## config.mk

```make
export PLATFORM = sky130hd
export DESIGN_NAME = mgp_top
export DESIGN_NICKNAME = d
export VERILOG_FILES = /design/src/common/mgp_pkg.sv /design/src/hw/mgp_top.sv
export SDC_FILE = /design/constraint.sdc
export NUM_CORES = 1
export LEC_CHECK = 0
export ABC_AREA = 0
export CORE_ASPECT_RATIO = 2
export CORE_MARGIN = 8
export CORE_UTILIZATION = 35
export CTS_BUF_LIST = sky130_fd_sc_hd__clkbuf_4
export DETAILED_ROUTE_END_ITERATION = 7
export DONT_BUFFER_PORTS = 1
export GPL_ROUTABILITY_DRIVEN = 0
export GPL_TIMING_DRIVEN = 0
export PLACE_DENSITY_LB_ADDON = 0.25
export SLEW_MARGIN = 10
export SYNTH_ARGS = -nofsm -noshare
export SYNTH_HDL_FRONTEND = slang
export SYNTH_SLANG_ARGS = --single-unit
```

## constraint.sdc

```tcl
create_clock -name clk -period 4.42 [get_ports clk]
set_input_delay 0.884 -clock clk [delete_from_list [all_inputs] [get_ports clk]]
set_output_delay 0.884 -clock clk [all_outputs]
set_load 0.005 [all_outputs]
```

## src/common/mgp_pkg.sv

```systemverilog
package mgp_pkg;
    // ****************************************
    // sizes
    // ****************************************
    localparam int GPIO_N = 23;
    localparam int GPO_N = 8;
    localparam int STRAP_W = 16;
    // ****************************************
    // register indices, byte address is index * 4
    // ****************************************
    localparam logic [9:0] IDX_GPIO_OUT = 10'h000;
    localparam logic [9:0] IDX_GPIO_DIR = 10'h001;
    localparam logic [9:0] IDX_GPIO_OD = 10'h002;
    localparam logic [9:0] IDX_GPIO_IN = 10'h003;
    localparam logic [9:0] IDX_ALT_EN = 10'h004;
    localparam logic [9:0] IDX_STRAP = 10'h005;
    localparam logic [9:0] IDX_FLASH_WE = 10'h006;
    localparam logic [9:0] IDX_UART_TX = 10'h007;
    localparam logic [9:0] IDX_UART_RX = 10'h008;
    localparam logic [9:0] IDX_DDC_RX = 10'h009;
    localparam logic [9:0] IDX_GPO = 10'h00a;
    localparam logic [9:0] IDX_TB_SEL = 10'h1e6;
    localparam logic [9:0] IDX_TB_EN = 10'h1e7;
    // ****************************************
    // reset values and fields
    // ****************************************
    localparam logic [22:0] RST_ALT_EN = 23'h000000;
    localparam logic [7:0] RST_TB_SEL = 8'h00;
    localparam logic [7:0] RST_TB_EN = 8'h00;
    localparam int TB_EN_GPO_BIT = 2;
    localparam int STRAP_BAUD_LO = 10;
    localparam int STRAP_BAUD_HI = 11;
    localparam int STRAP_DDC_SEL = 12;
    localparam int STRAP_EXT_ROM = 14;
    // ****************************************
    // timing
    // ****************************************
    localparam int CLK_HZ = 40_000_000;
    localparam int BAUD_FAST = 115_200;
    localparam int BAUD_SLOW = 57_600;
    localparam logic [9:0] DIV_FAST = 10'(CLK_HZ / BAUD_FAST);
    localparam logic [9:0] DIV_SLOW = 10'(CLK_HZ / BAUD_SLOW);
    typedef enum logic [1:0] {MGP_RX_IDLE, MGP_RX_START, MGP_RX_DATA, MGP_RX_STOP} mgp_rx_t;
endpackage

```

## src/hw/mgp_top.sv

```systemverilog
`timescale 1ns/10ps
module mgp_top
    import mgp_pkg::*;
(
    input wire logic clk,
    input wire logic rst_n,
    input wire logic psel,
    input wire logic penable,
    input wire logic pwrite,
    input wire logic [11:0] paddr,
    input wire logic [31:0] pwdata,
    output logic [31:0] prdata,
    output logic pready,
    output logic pslverr,
    input wire logic [22:0] gpio_pad_in,
    output logic [22:0] gpio_pad_out,
    output logic [22:0] gpio_pad_oe_n,
    output logic [7:0] output_only_pin,
    input wire logic [7:0] test_bus_in,
    input wire logic [15:0] rom_addr_pad_in,
    output logic [15:0] rom_addr_pad_out,
    output logic rom_addr_pad_oe_n,
    input wire logic [7:0] rom_data_in,
    input wire logic [15:0] fetch_addr,
    output logic [7:0] fetch_data,
    output logic internal_rom_sel,
    input wire logic [2:0] backlight_pulse_out,
    output logic counter_input,
    output logic ext_interrupt_in_n,
    input wire logic interrupt_out_n,
    input wire logic nv_store_clock,
    input wire logic nv_store_data_low,
    output logic nv_store_data,
    output logic host_serial_clock,
    output logic host_serial_data,
    input wire logic host_serial_data_low
);
    // ****************************************
    // registers
    // ****************************************
    logic [22:0] out_q, dir_q, od_q, alt_q;
    logic [7:0] gpo_q, tb_sel_q, tb_en_q;
    logic flash_we_n_q;
    logic [15:0] strap_q;
    logic strap_done_q;
    logic [22:0] sync1_q, sync2_q, prev_q;
    logic [22:0] pad_out_q, pad_oe_n_q;
    logic [7:0] gpo_pin_q;
    logic wr, rd;
    logic [9:0] idx;
    logic addr_ok;
    logic ext_rom, ddc_sel;
    logic [9:0] baud_div;
    // uart
    logic [9:0] tx_shift_q;
    logic [3:0] tx_bits_q;
    logic [9:0] tx_cnt_q;
    logic tx_line_q;
    mgp_rx_t rx_state_q;
    logic [9:0] rx_cnt_q;
    logic [2:0] rx_bit_q;
    logic [7:0] rx_shift_q, rx_data_q;
    logic rx_valid_q, rx_done;
    // ddc
    logic display_channel_clock, display_channel_data, display_channel_clock_p, display_channel_data_p;
    logic [3:0] ddc_cnt_q;
    logic [7:0] ddc_shift_q, ddc_data_q;
    logic ddc_valid_q, ddc_done;
    // pad drive
    logic [22:0] drv_val, drv_en;

    assign wr = psel && penable && pwrite;
    assign rd = psel && penable && !pwrite;
    assign idx = paddr[11:2];
    assign pready = 1'b1;
    assign ext_rom = strap_q[STRAP_EXT_ROM];
    assign ddc_sel = strap_q[STRAP_DDC_SEL];
    // ****************************************
    // strap capture
    // ****************************************
    always_ff @(posedge clk or negedge rst_n) begin
        if (!rst_n) begin
            strap_q <= 16'h0000;
            strap_done_q <= 1'b0;
        end else if (!strap_done_q) begin
            strap_q <= rom_addr_pad_in;
            strap_done_q <= 1'b1;
        end
    end
    // ****************************************
    // external rom port
    // ****************************************
    // pins stay inputs until the straps are caught
    assign rom_addr_pad_oe_n = !(strap_done_q && ext_rom);
    assign internal_rom_sel = !ext_rom;
    always_ff @(posedge clk or negedge rst_n) begin
        if (!rst_n) begin
            rom_addr_pad_out <= 16'h0000;
            fetch_data <= 8'h00;
        end else begin
            rom_addr_pad_out <= fetch_addr;
            fetch_data <= rom_data_in;
        end
    end
    // ****************************************
    // apb registers
    // ****************************************
    always_comb begin
        addr_ok = 1'b1;
        prdata = 32'h00000000;
        case (idx)
            IDX_GPIO_OUT: prdata = {9'h000, out_q};
            IDX_GPIO_DIR: prdata = {9'h000, dir_q};
            IDX_GPIO_OD: prdata = {9'h000, od_q};
            IDX_GPIO_IN: prdata = {9'h000, sync2_q};
            IDX_ALT_EN: prdata = {9'h000, alt_q};
            IDX_STRAP: prdata = {16'h0000, strap_q};
            IDX_FLASH_WE: prdata = {31'h00000000, flash_we_n_q};
            IDX_UART_TX: prdata = {31'h00000000, tx_bits_q != 4'h0};
            IDX_UART_RX: prdata = {23'h000000, rx_valid_q, rx_data_q};
            IDX_DDC_RX: prdata = {23'h000000, ddc_valid_q, ddc_data_q};
            IDX_GPO: prdata = {24'h000000, gpo_q};
            IDX_TB_SEL: prdata = {24'h000000, tb_sel_q};
            IDX_TB_EN: prdata = {24'h000000, tb_en_q};
            default: addr_ok = 1'b0;
        endcase
        pslverr = psel && penable && !addr_ok;
    end

    always_ff @(posedge clk or negedge rst_n) begin
        if (!rst_n) begin
            out_q <= 23'h000000;
            dir_q <= 23'h000000;
            od_q <= 23'h000000;
            alt_q <= RST_ALT_EN;
            gpo_q <= 8'h00;
            tb_sel_q <= RST_TB_SEL;
            tb_en_q <= RST_TB_EN;
            flash_we_n_q <= 1'b1;
        end else if (wr) begin
            case (idx)
                IDX_GPIO_OUT: out_q <= pwdata[22:0];
                IDX_GPIO_DIR: dir_q <= pwdata[22:0];
                IDX_GPIO_OD: od_q <= pwdata[22:0];
                IDX_ALT_EN: alt_q <= pwdata[22:0];
                IDX_FLASH_WE: flash_we_n_q <= pwdata[0];
                IDX_GPO: gpo_q <= pwdata[7:0];
                IDX_TB_SEL: tb_sel_q <= pwdata[7:0];
                IDX_TB_EN: tb_en_q <= pwdata[7:0];
                default: ;
            endcase
        end
    end
    // ****************************************
    // input synchroniser
    // ****************************************
    always_ff @(posedge clk or negedge rst_n) begin
        if (!rst_n) begin
            sync1_q <= 23'h7fffff;
            sync2_q <= 23'h7fffff;
            prev_q <= 23'h7fffff;
        end else begin
            sync1_q <= gpio_pad_in;
            sync2_q <= sync1_q;
            prev_q <= sync2_q;
        end
    end

    assign counter_input = sync2_q[3];
    assign ext_interrupt_in_n = alt_q[8] ? sync2_q[8] : 1'b1;
    assign nv_store_data = sync2_q[12];
    assign host_serial_clock = sync2_q[22];
    assign host_serial_data = sync2_q[16];
    // ****************************************
    // uart baud
    // ****************************************
    // code 00 is fast, all other codes slow
    assign baud_div = (strap_q[STRAP_BAUD_HI:STRAP_BAUD_LO] == 2'b00) ? DIV_FAST
                                                                       : DIV_SLOW;
    // ****************************************
    // uart transmit
    // ****************************************
    always_ff @(posedge clk or negedge rst_n) begin
        if (!rst_n) begin
            tx_shift_q <= 10'h3ff;
            tx_bits_q <= 4'h0;
            tx_cnt_q <= 10'h000;
            tx_line_q <= 1'b1;
        end else if (tx_bits_q == 4'h0) begin
            tx_line_q <= 1'b1;
            // a write while busy is dropped, software polls busy first
            if (wr && idx == IDX_UART_TX) begin
                tx_shift_q <= {1'b1, pwdata[7:0], 1'b0};
                tx_bits_q <= 4'ha;
                tx_cnt_q <= 10'h000;
            end
        end else if (tx_cnt_q == 10'h000) begin
            tx_line_q <= tx_shift_q[0];
            tx_shift_q <= {1'b1, tx_shift_q[9:1]};
            tx_cnt_q <= baud_div - 10'h001;
            tx_bits_q <= tx_bits_q - 4'h1;
        end else begin
            tx_cnt_q <= tx_cnt_q - 10'h001;
        end
    end
    // ****************************************
    // uart receive
    // ****************************************
    assign rx_done = rx_state_q == MGP_RX_STOP && rx_cnt_q == 10'h000;
    always_ff @(posedge clk or negedge rst_n) begin
        if (!rst_n) begin
            rx_state_q <= MGP_RX_IDLE;
            rx_cnt_q <= 10'h000;
            rx_bit_q <= 3'h0;
            rx_shift_q <= 8'h00;
        end else begin
            case (rx_state_q)
                MGP_RX_IDLE: begin
                    if (alt_q[4] && prev_q[4] && !sync2_q[4]) begin
                        rx_state_q <= MGP_RX_START;
                        rx_cnt_q <= {1'b0, baud_div[9:1]};
                    end
                end
                MGP_RX_START: begin
                    if (rx_cnt_q != 10'h000) begin
                        rx_cnt_q <= rx_cnt_q - 10'h001;
                    end else if (sync2_q[4]) begin
                        rx_state_q <= MGP_RX_IDLE; // glitch, not a start bit
                    end else begin
                        rx_state_q <= MGP_RX_DATA;
                        rx_cnt_q <= baud_div - 10'h001;
                        rx_bit_q <= 3'h0;
                    end
                end
                MGP_RX_DATA: begin
                    if (rx_cnt_q != 10'h000) begin
                        rx_cnt_q <= rx_cnt_q - 10'h001;
                    end else begin
                        rx_shift_q <= {sync2_q[4], rx_shift_q[7:1]};
                        rx_cnt_q <= baud_div - 10'h001;
                        rx_bit_q <= rx_bit_q + 3'h1;
                        if (rx_bit_q == 3'h7) begin
                            rx_state_q <= MGP_RX_STOP;
                        end
                    end
                end
                MGP_RX_STOP: begin
                    if (rx_cnt_q != 10'h000) begin
                        rx_cnt_q <= rx_cnt_q - 10'h001;
                    end else begin
                        rx_state_q <= MGP_RX_IDLE;
                    end
                end
                default: rx_state_q <= MGP_RX_IDLE;
            endcase
        end
    end

    always_ff @(posedge clk or negedge rst_n) begin
        if (!rst_n) begin
            rx_data_q <= 8'h00;
            rx_valid_q <= 1'b0;
        end else if (rx_done) begin
            rx_data_q <= rx_shift_q;
            rx_valid_q <= 1'b1; // new byte wins over the read clear
        end else if (rd && idx == IDX_UART_RX) begin
            rx_valid_q <= 1'b0;
        end
    end
    // ****************************************
    // ddc2bi receiver
    // ****************************************
    assign display_channel_clock = ddc_sel ? sync2_q[22] : sync2_q[15];
    assign display_channel_data = ddc_sel ? sync2_q[16] : sync2_q[14];
    assign display_channel_clock_p = ddc_sel ? prev_q[22] : prev_q[15];
    assign display_channel_data_p = ddc_sel ? prev_q[16] : prev_q[14];
    assign ddc_done = !display_channel_clock_p && display_channel_clock && ddc_cnt_q == 4'h7;
    always_ff @(posedge clk or negedge rst_n) begin
        if (!rst_n) begin
            ddc_cnt_q <= 4'h0;
            ddc_shift_q <= 8'h00;
        end else if (display_channel_clock && display_channel_data_p && !display_channel_data) begin
            ddc_cnt_q <= 4'h0; // start condition realigns the byte
        end else if (!display_channel_clock_p && display_channel_clock) begin
            if (ddc_cnt_q == 4'h8) begin
                ddc_cnt_q <= 4'h0; // acknowledge slot is skipped
            end else begin
                ddc_shift_q <= {ddc_shift_q[6:0], display_channel_data};
                ddc_cnt_q <= ddc_cnt_q + 4'h1;
            end
        end
    end

    always_ff @(posedge clk or negedge rst_n) begin
        if (!rst_n) begin
            ddc_data_q <= 8'h00;
            ddc_valid_q <= 1'b0;
        end else if (ddc_done) begin
            ddc_data_q <= {ddc_shift_q[6:0], display_channel_data};
            ddc_valid_q <= 1'b1;
        end else if (rd && idx == IDX_DDC_RX) begin
            ddc_valid_q <= 1'b0;
        end
    end
    // ****************************************
    // pad drive and alternate functions
    // ****************************************
    always_comb begin
        for (int i = 0; i < GPIO_N; i++) begin
            // open drain only ever pulls low
            drv_val[i] = od_q[i] ? 1'b0 : out_q[i];
            drv_en[i] = dir_q[i] && !(od_q[i] && out_q[i]);
        end
        for (int i = 0; i < 3; i++) begin
            if (alt_q[i]) begin
                drv_val[i] = backlight_pulse_out[i];
                drv_en[i] = 1'b1;
            end
        end
        if (alt_q[3]) begin
            drv_en[3] = 1'b0;
        end
        if (alt_q[4]) begin
            drv_en[4] = 1'b0;
        end
        if (alt_q[5]) begin
            drv_val[5] = tx_line_q;
            drv_en[5] = 1'b1;
        end
        if (alt_q[8]) begin
            drv_en[8] = 1'b0;
        end
        if (alt_q[11]) begin
            drv_val[11] = flash_we_n_q;
            drv_en[11] = 1'b1;
        end
        if (alt_q[12]) begin
            drv_val[12] = 1'b0;
            drv_en[12] = nv_store_data_low;
        end
        if (alt_q[13]) begin
            drv_val[13] = nv_store_clock;
            drv_en[13] = 1'b1;
        end
        if (alt_q[16]) begin
            drv_val[16] = 1'b0;
            drv_en[16] = host_serial_data_low;
        end
        if (alt_q[21]) begin
            drv_val[21] = interrupt_out_n;
            drv_en[21] = 1'b1;
        end
        if (alt_q[22]) begin
            drv_en[22] = 1'b0;
        end
        // the pair carrying ddc is input only, it never turns into a gpio
        if (ddc_sel) begin
            drv_en[16] = 1'b0;
            drv_en[22] = 1'b0;
        end else begin
            drv_en[14] = 1'b0;
            drv_en[15] = 1'b0;
        end
    end

    always_ff @(posedge clk or negedge rst_n) begin
        if (!rst_n) begin
            pad_out_q <= 23'h000000;
            pad_oe_n_q <= 23'h7fffff;
            gpo_pin_q <= 8'h00;
        end else begin
            pad_out_q <= drv_val;
            pad_oe_n_q <= ~drv_en;
            if (tb_sel_q == 8'h00 && tb_en_q[TB_EN_GPO_BIT]) begin
                gpo_pin_q <= gpo_q;
            end else begin
                gpo_pin_q <= test_bus_in;
            end
        end
    end

    assign gpio_pad_out = pad_out_q;
    assign gpio_pad_oe_n = pad_oe_n_q;
    assign output_only_pin = gpo_pin_q;
endmodule

```

==> metrics.yaml <==
rsz0062_at_grt: "false"
place_ws_ns: -0.446
reg2reg_to: "rx_cnt_q[2]"
power.leakage_nw: 7.38
antenna_left: 0
synth_cell_type_count: 69
hold_violations: 254
final_area_um2: 16400
syn_to_final_growth_pct: 14.3
ys_seq_area_share_pct: 60.0
cts.hold.buffers_added: 4
grt_max_degree: 340
async_flop_share_pct: 100
ys_warn_count: 0
grt_pass1_vias: 10500
viasPerCell: 5.39
finalSetupViolCount: 0
die_y_um: 302
synth-seq-cells: 339
r2r_cells: 5
grt_util_all_layers_pct: 17.2
drcViolationCount: 0
cp.required_ns: 3.54
fin_crit_ns: 4.34
drt-total-wl_mm: 41.7
placed_area_um2: 15000
cts_inserted_buffers: 82
slew_viol_final: 0
hold_class: "in -> async"
synth.largest_area_cell: "dfrtp_1"
rr_startpoint: "rx_cnt_q[3]"
period_share_pct: 98.3
vias: 9894
drt_pass1_iterations: 6
holdWs_ns: -0.162
core-area_um2: 40700
start_util_pct: 35.2
post_drt_wl_per_cell_um: 22.7
drtIter0Drc: 753
crit_type: "in -> out"
timing.reg2reg.setup_slack_ns: 1.54
multiInputGateArea_um2: 5400
netlist.area_leader.share_pct: 44.4
clock_latency_ns: 0.77
grt_pass1_wl_mm: 63.8
seqCellArea_um2: 8590
syn_area_um2: 14300
arrival_ns: 3.46
max_freq_ghz: 0.230
layout.nets: 1364
cts_max_level: 3
overflow: 0
slew_headroom_pct: 23.5
die_x_um: 159
power_density_nw_per_um2: 436
dp_hpwl_mm: 28.6
yosys-top-cells-area: "dfrtp_1 44%, dfstp_2 16%, mux2_2 13%"
antenna_found_initial: 11
cts_sinks: 339
endpoint_kind: "output port"
fillers: 3931
cts_setup_buffers: 0
ir_worst_vdd_mv: 0.267
num_rows: 105
drv_cap: 0
setup_slack_ns: 0.0756
layout_commonest_cell: "dfrtp_1"
io_pins: 246
synth-edff-count: 0
cp_max_fo: 10
critPathLaunchType: "primary input"
dominantRegCellSynth: "dfrtp_1"
path_clk_slew_ns: 0.08
final_cell_mix: "254 x dfrtp_1, 160 x mux2_2, 111 x clkbuf_4, 97 x nand2_1, 85 x dfstp_2"
portBuffers: 0
cts.path.max_buffers: 3
cts-root-buf: "clkbuf_4"
syn_area_per_cell_um2: 12.7
cts_tree: "done"
tightest_slew_ns: 1.15
violations: "negative hold slack"
synth_cells: 1127
dieArea_um2: 48000
status: "finished, violations left"
fin_skew_ns: 0.0612
final_layout_size_suffix_gt1_share_pct: 33.1
==> per-stage QoR <==
| step | total power, mW | utilization, % | setup TNS [ns] | hold slack [ns] | instances |
|---|---|---|---|---|---|
| after global placement | 4.16 | 36.9 | -12.21 | 0.346 | 1671 |
| final | 7.13 | 40.2 | 0 | -0.162 | 1834 |
| after global routing | 7.52 | 40.1 | 0 | -0.256 | 1830 |
| after CTS | 7.26 | 40.1 | 0 | -0.267 | 1828 |
| after floorplan | 3.99 | - | 0 | 0.345 | 1136 |
| after detailed placement | 4.20 | 36.9 | -2.54 | 0.347 | 1672 |
==> critical path: stages <==
cell and delay [ns]:
buf_1 0.50, clkdlybuf4s15_2 0.60, clkbuf_1 0.65, mux2i_1 0.44
o21ai_0 0.12, nand3b_1 0.25
==> repair_timing <==
action / CTS / global route
gates resized for setup: 9 / 7
setup endpoints to repair: 22 / 5
hold endpoints to repair: 270 / 258
==> cell usage after synthesis, types with 6 or more instances <==
library cell	number
o21ai_0	47
mux2i_1	28
mux2_1	19
a222oi_1	6
o22ai_1	7
nor4_1	16
nand2b_1	13
nand3b_1	10
a21oi_1	39
a32oi_1	9
mux4_2	8
a31oi_1	8
a22oi_1	12
a22o_1	12
inv_1	32
nand4_1	9
and3_1	6
mux2_2	160
nand2_1	97
nand3_1	16
buf_4	10
nor3_1	13
nor2b_1	24
buf_2	6
dfstp_2	85
nor2_1	51
dfrtp_1	254
clkbuf_1	32
ha_1	13
==> kinds of logic (layout without fill, tap and decap cells) <==
family	after synthesis	after routing	synth area share [%]
AOI/OAI and AO/OA	184	184	8.61
xor gates and xnor gates	2	2	0.122
adders and majority gates	13	13	1.14
buffers and inverters	87	243	2.70
DFF	339	339	60.0
muxes	215	215	17.3
other	2	18	0.0524
and+or+nand+nor	285	285	10.1
==> worst max path at each step <==
stage	cells after the start	end	startpoint	slack [ns]
5_1_grt	7	prdata[0]	paddr[10]	0.02
2_1_floorplan	8	prdata[1]	paddr[10]	0.76
3_3_place_gp	7	prdata[6]	paddr[10]	-0.90
6_report	6	prdata[6]	paddr[3]	0.08
3_5_place_dp	7	prdata[7]	paddr[2]	-0.45
4_1_cts	7	prdata[6]	paddr[10]	0.02
==> state kept, by name, summed over array words and instances, names as in the netlist, 7 cells and up, named ones only <==
register          flops
fetch_data            8
tx_shift_q            9
od_q                 23
rom_addr_pad_out     16
sync2_q              23
alt_q                23
ddc_data_q            8
rx_cnt_q             10
output_only_pin       8
ddc_shift_q           7
tx_cnt_q             10
tb_sel_q              8
gpio_pad_out         23
dir_q                23
strap_q              16
sync1_q              23
rx_data_q             8
tb_en_q               8
out_q                23
rx_shift_q            8
gpio_pad_oe_n        23
gpo_q                 8
==> report_power, final <==
group / switching, mW / internal, mW / leakage [nW]
registers: 0.134 / 3.30 / 4.24
logic: 0.427 / 0.299 / 2.44
clock network: 1.32 / 1.66 / 0.693
total: 1.88 / 5.25 / 7.38
==> per-layer routing <==
| layer | up-vias | track usage, % | wire [µm] | part of all wire, % |
|---|---|---|---|---|
| li1 | 4323 | - | - | - |
| met1 | 4971 | 20.8 | 17000 | 41 |
| met2 | 489 | 26.1 | 18600 | 44 |
| met3 | 103 | 7.85 | 4710 | 11 |
| met4 | 8 | 7.69 | 1390 | 3.3 |
| met5 | - | 0 | 54 | 0.13 |
==> cell type report <==
| cell class | count | share of cell area (%) |
|---|---|---|
| sequential | 339 | 52.5 |
| antenna | 7 | 0.107 |
| clock inverter | 41 | 2.38 |
| multi-input combinational | 710 | 33.0 |
| timing repair buffer | 5 | 0.314 |
| tap | 535 | 4.09 |
| buffer | 54 | 1.75 |
| inverter | 32 | 0.734 |
| clock buffer | 111 | 5.09 |
No activity file was read; power rests on OpenSTA's default activity.
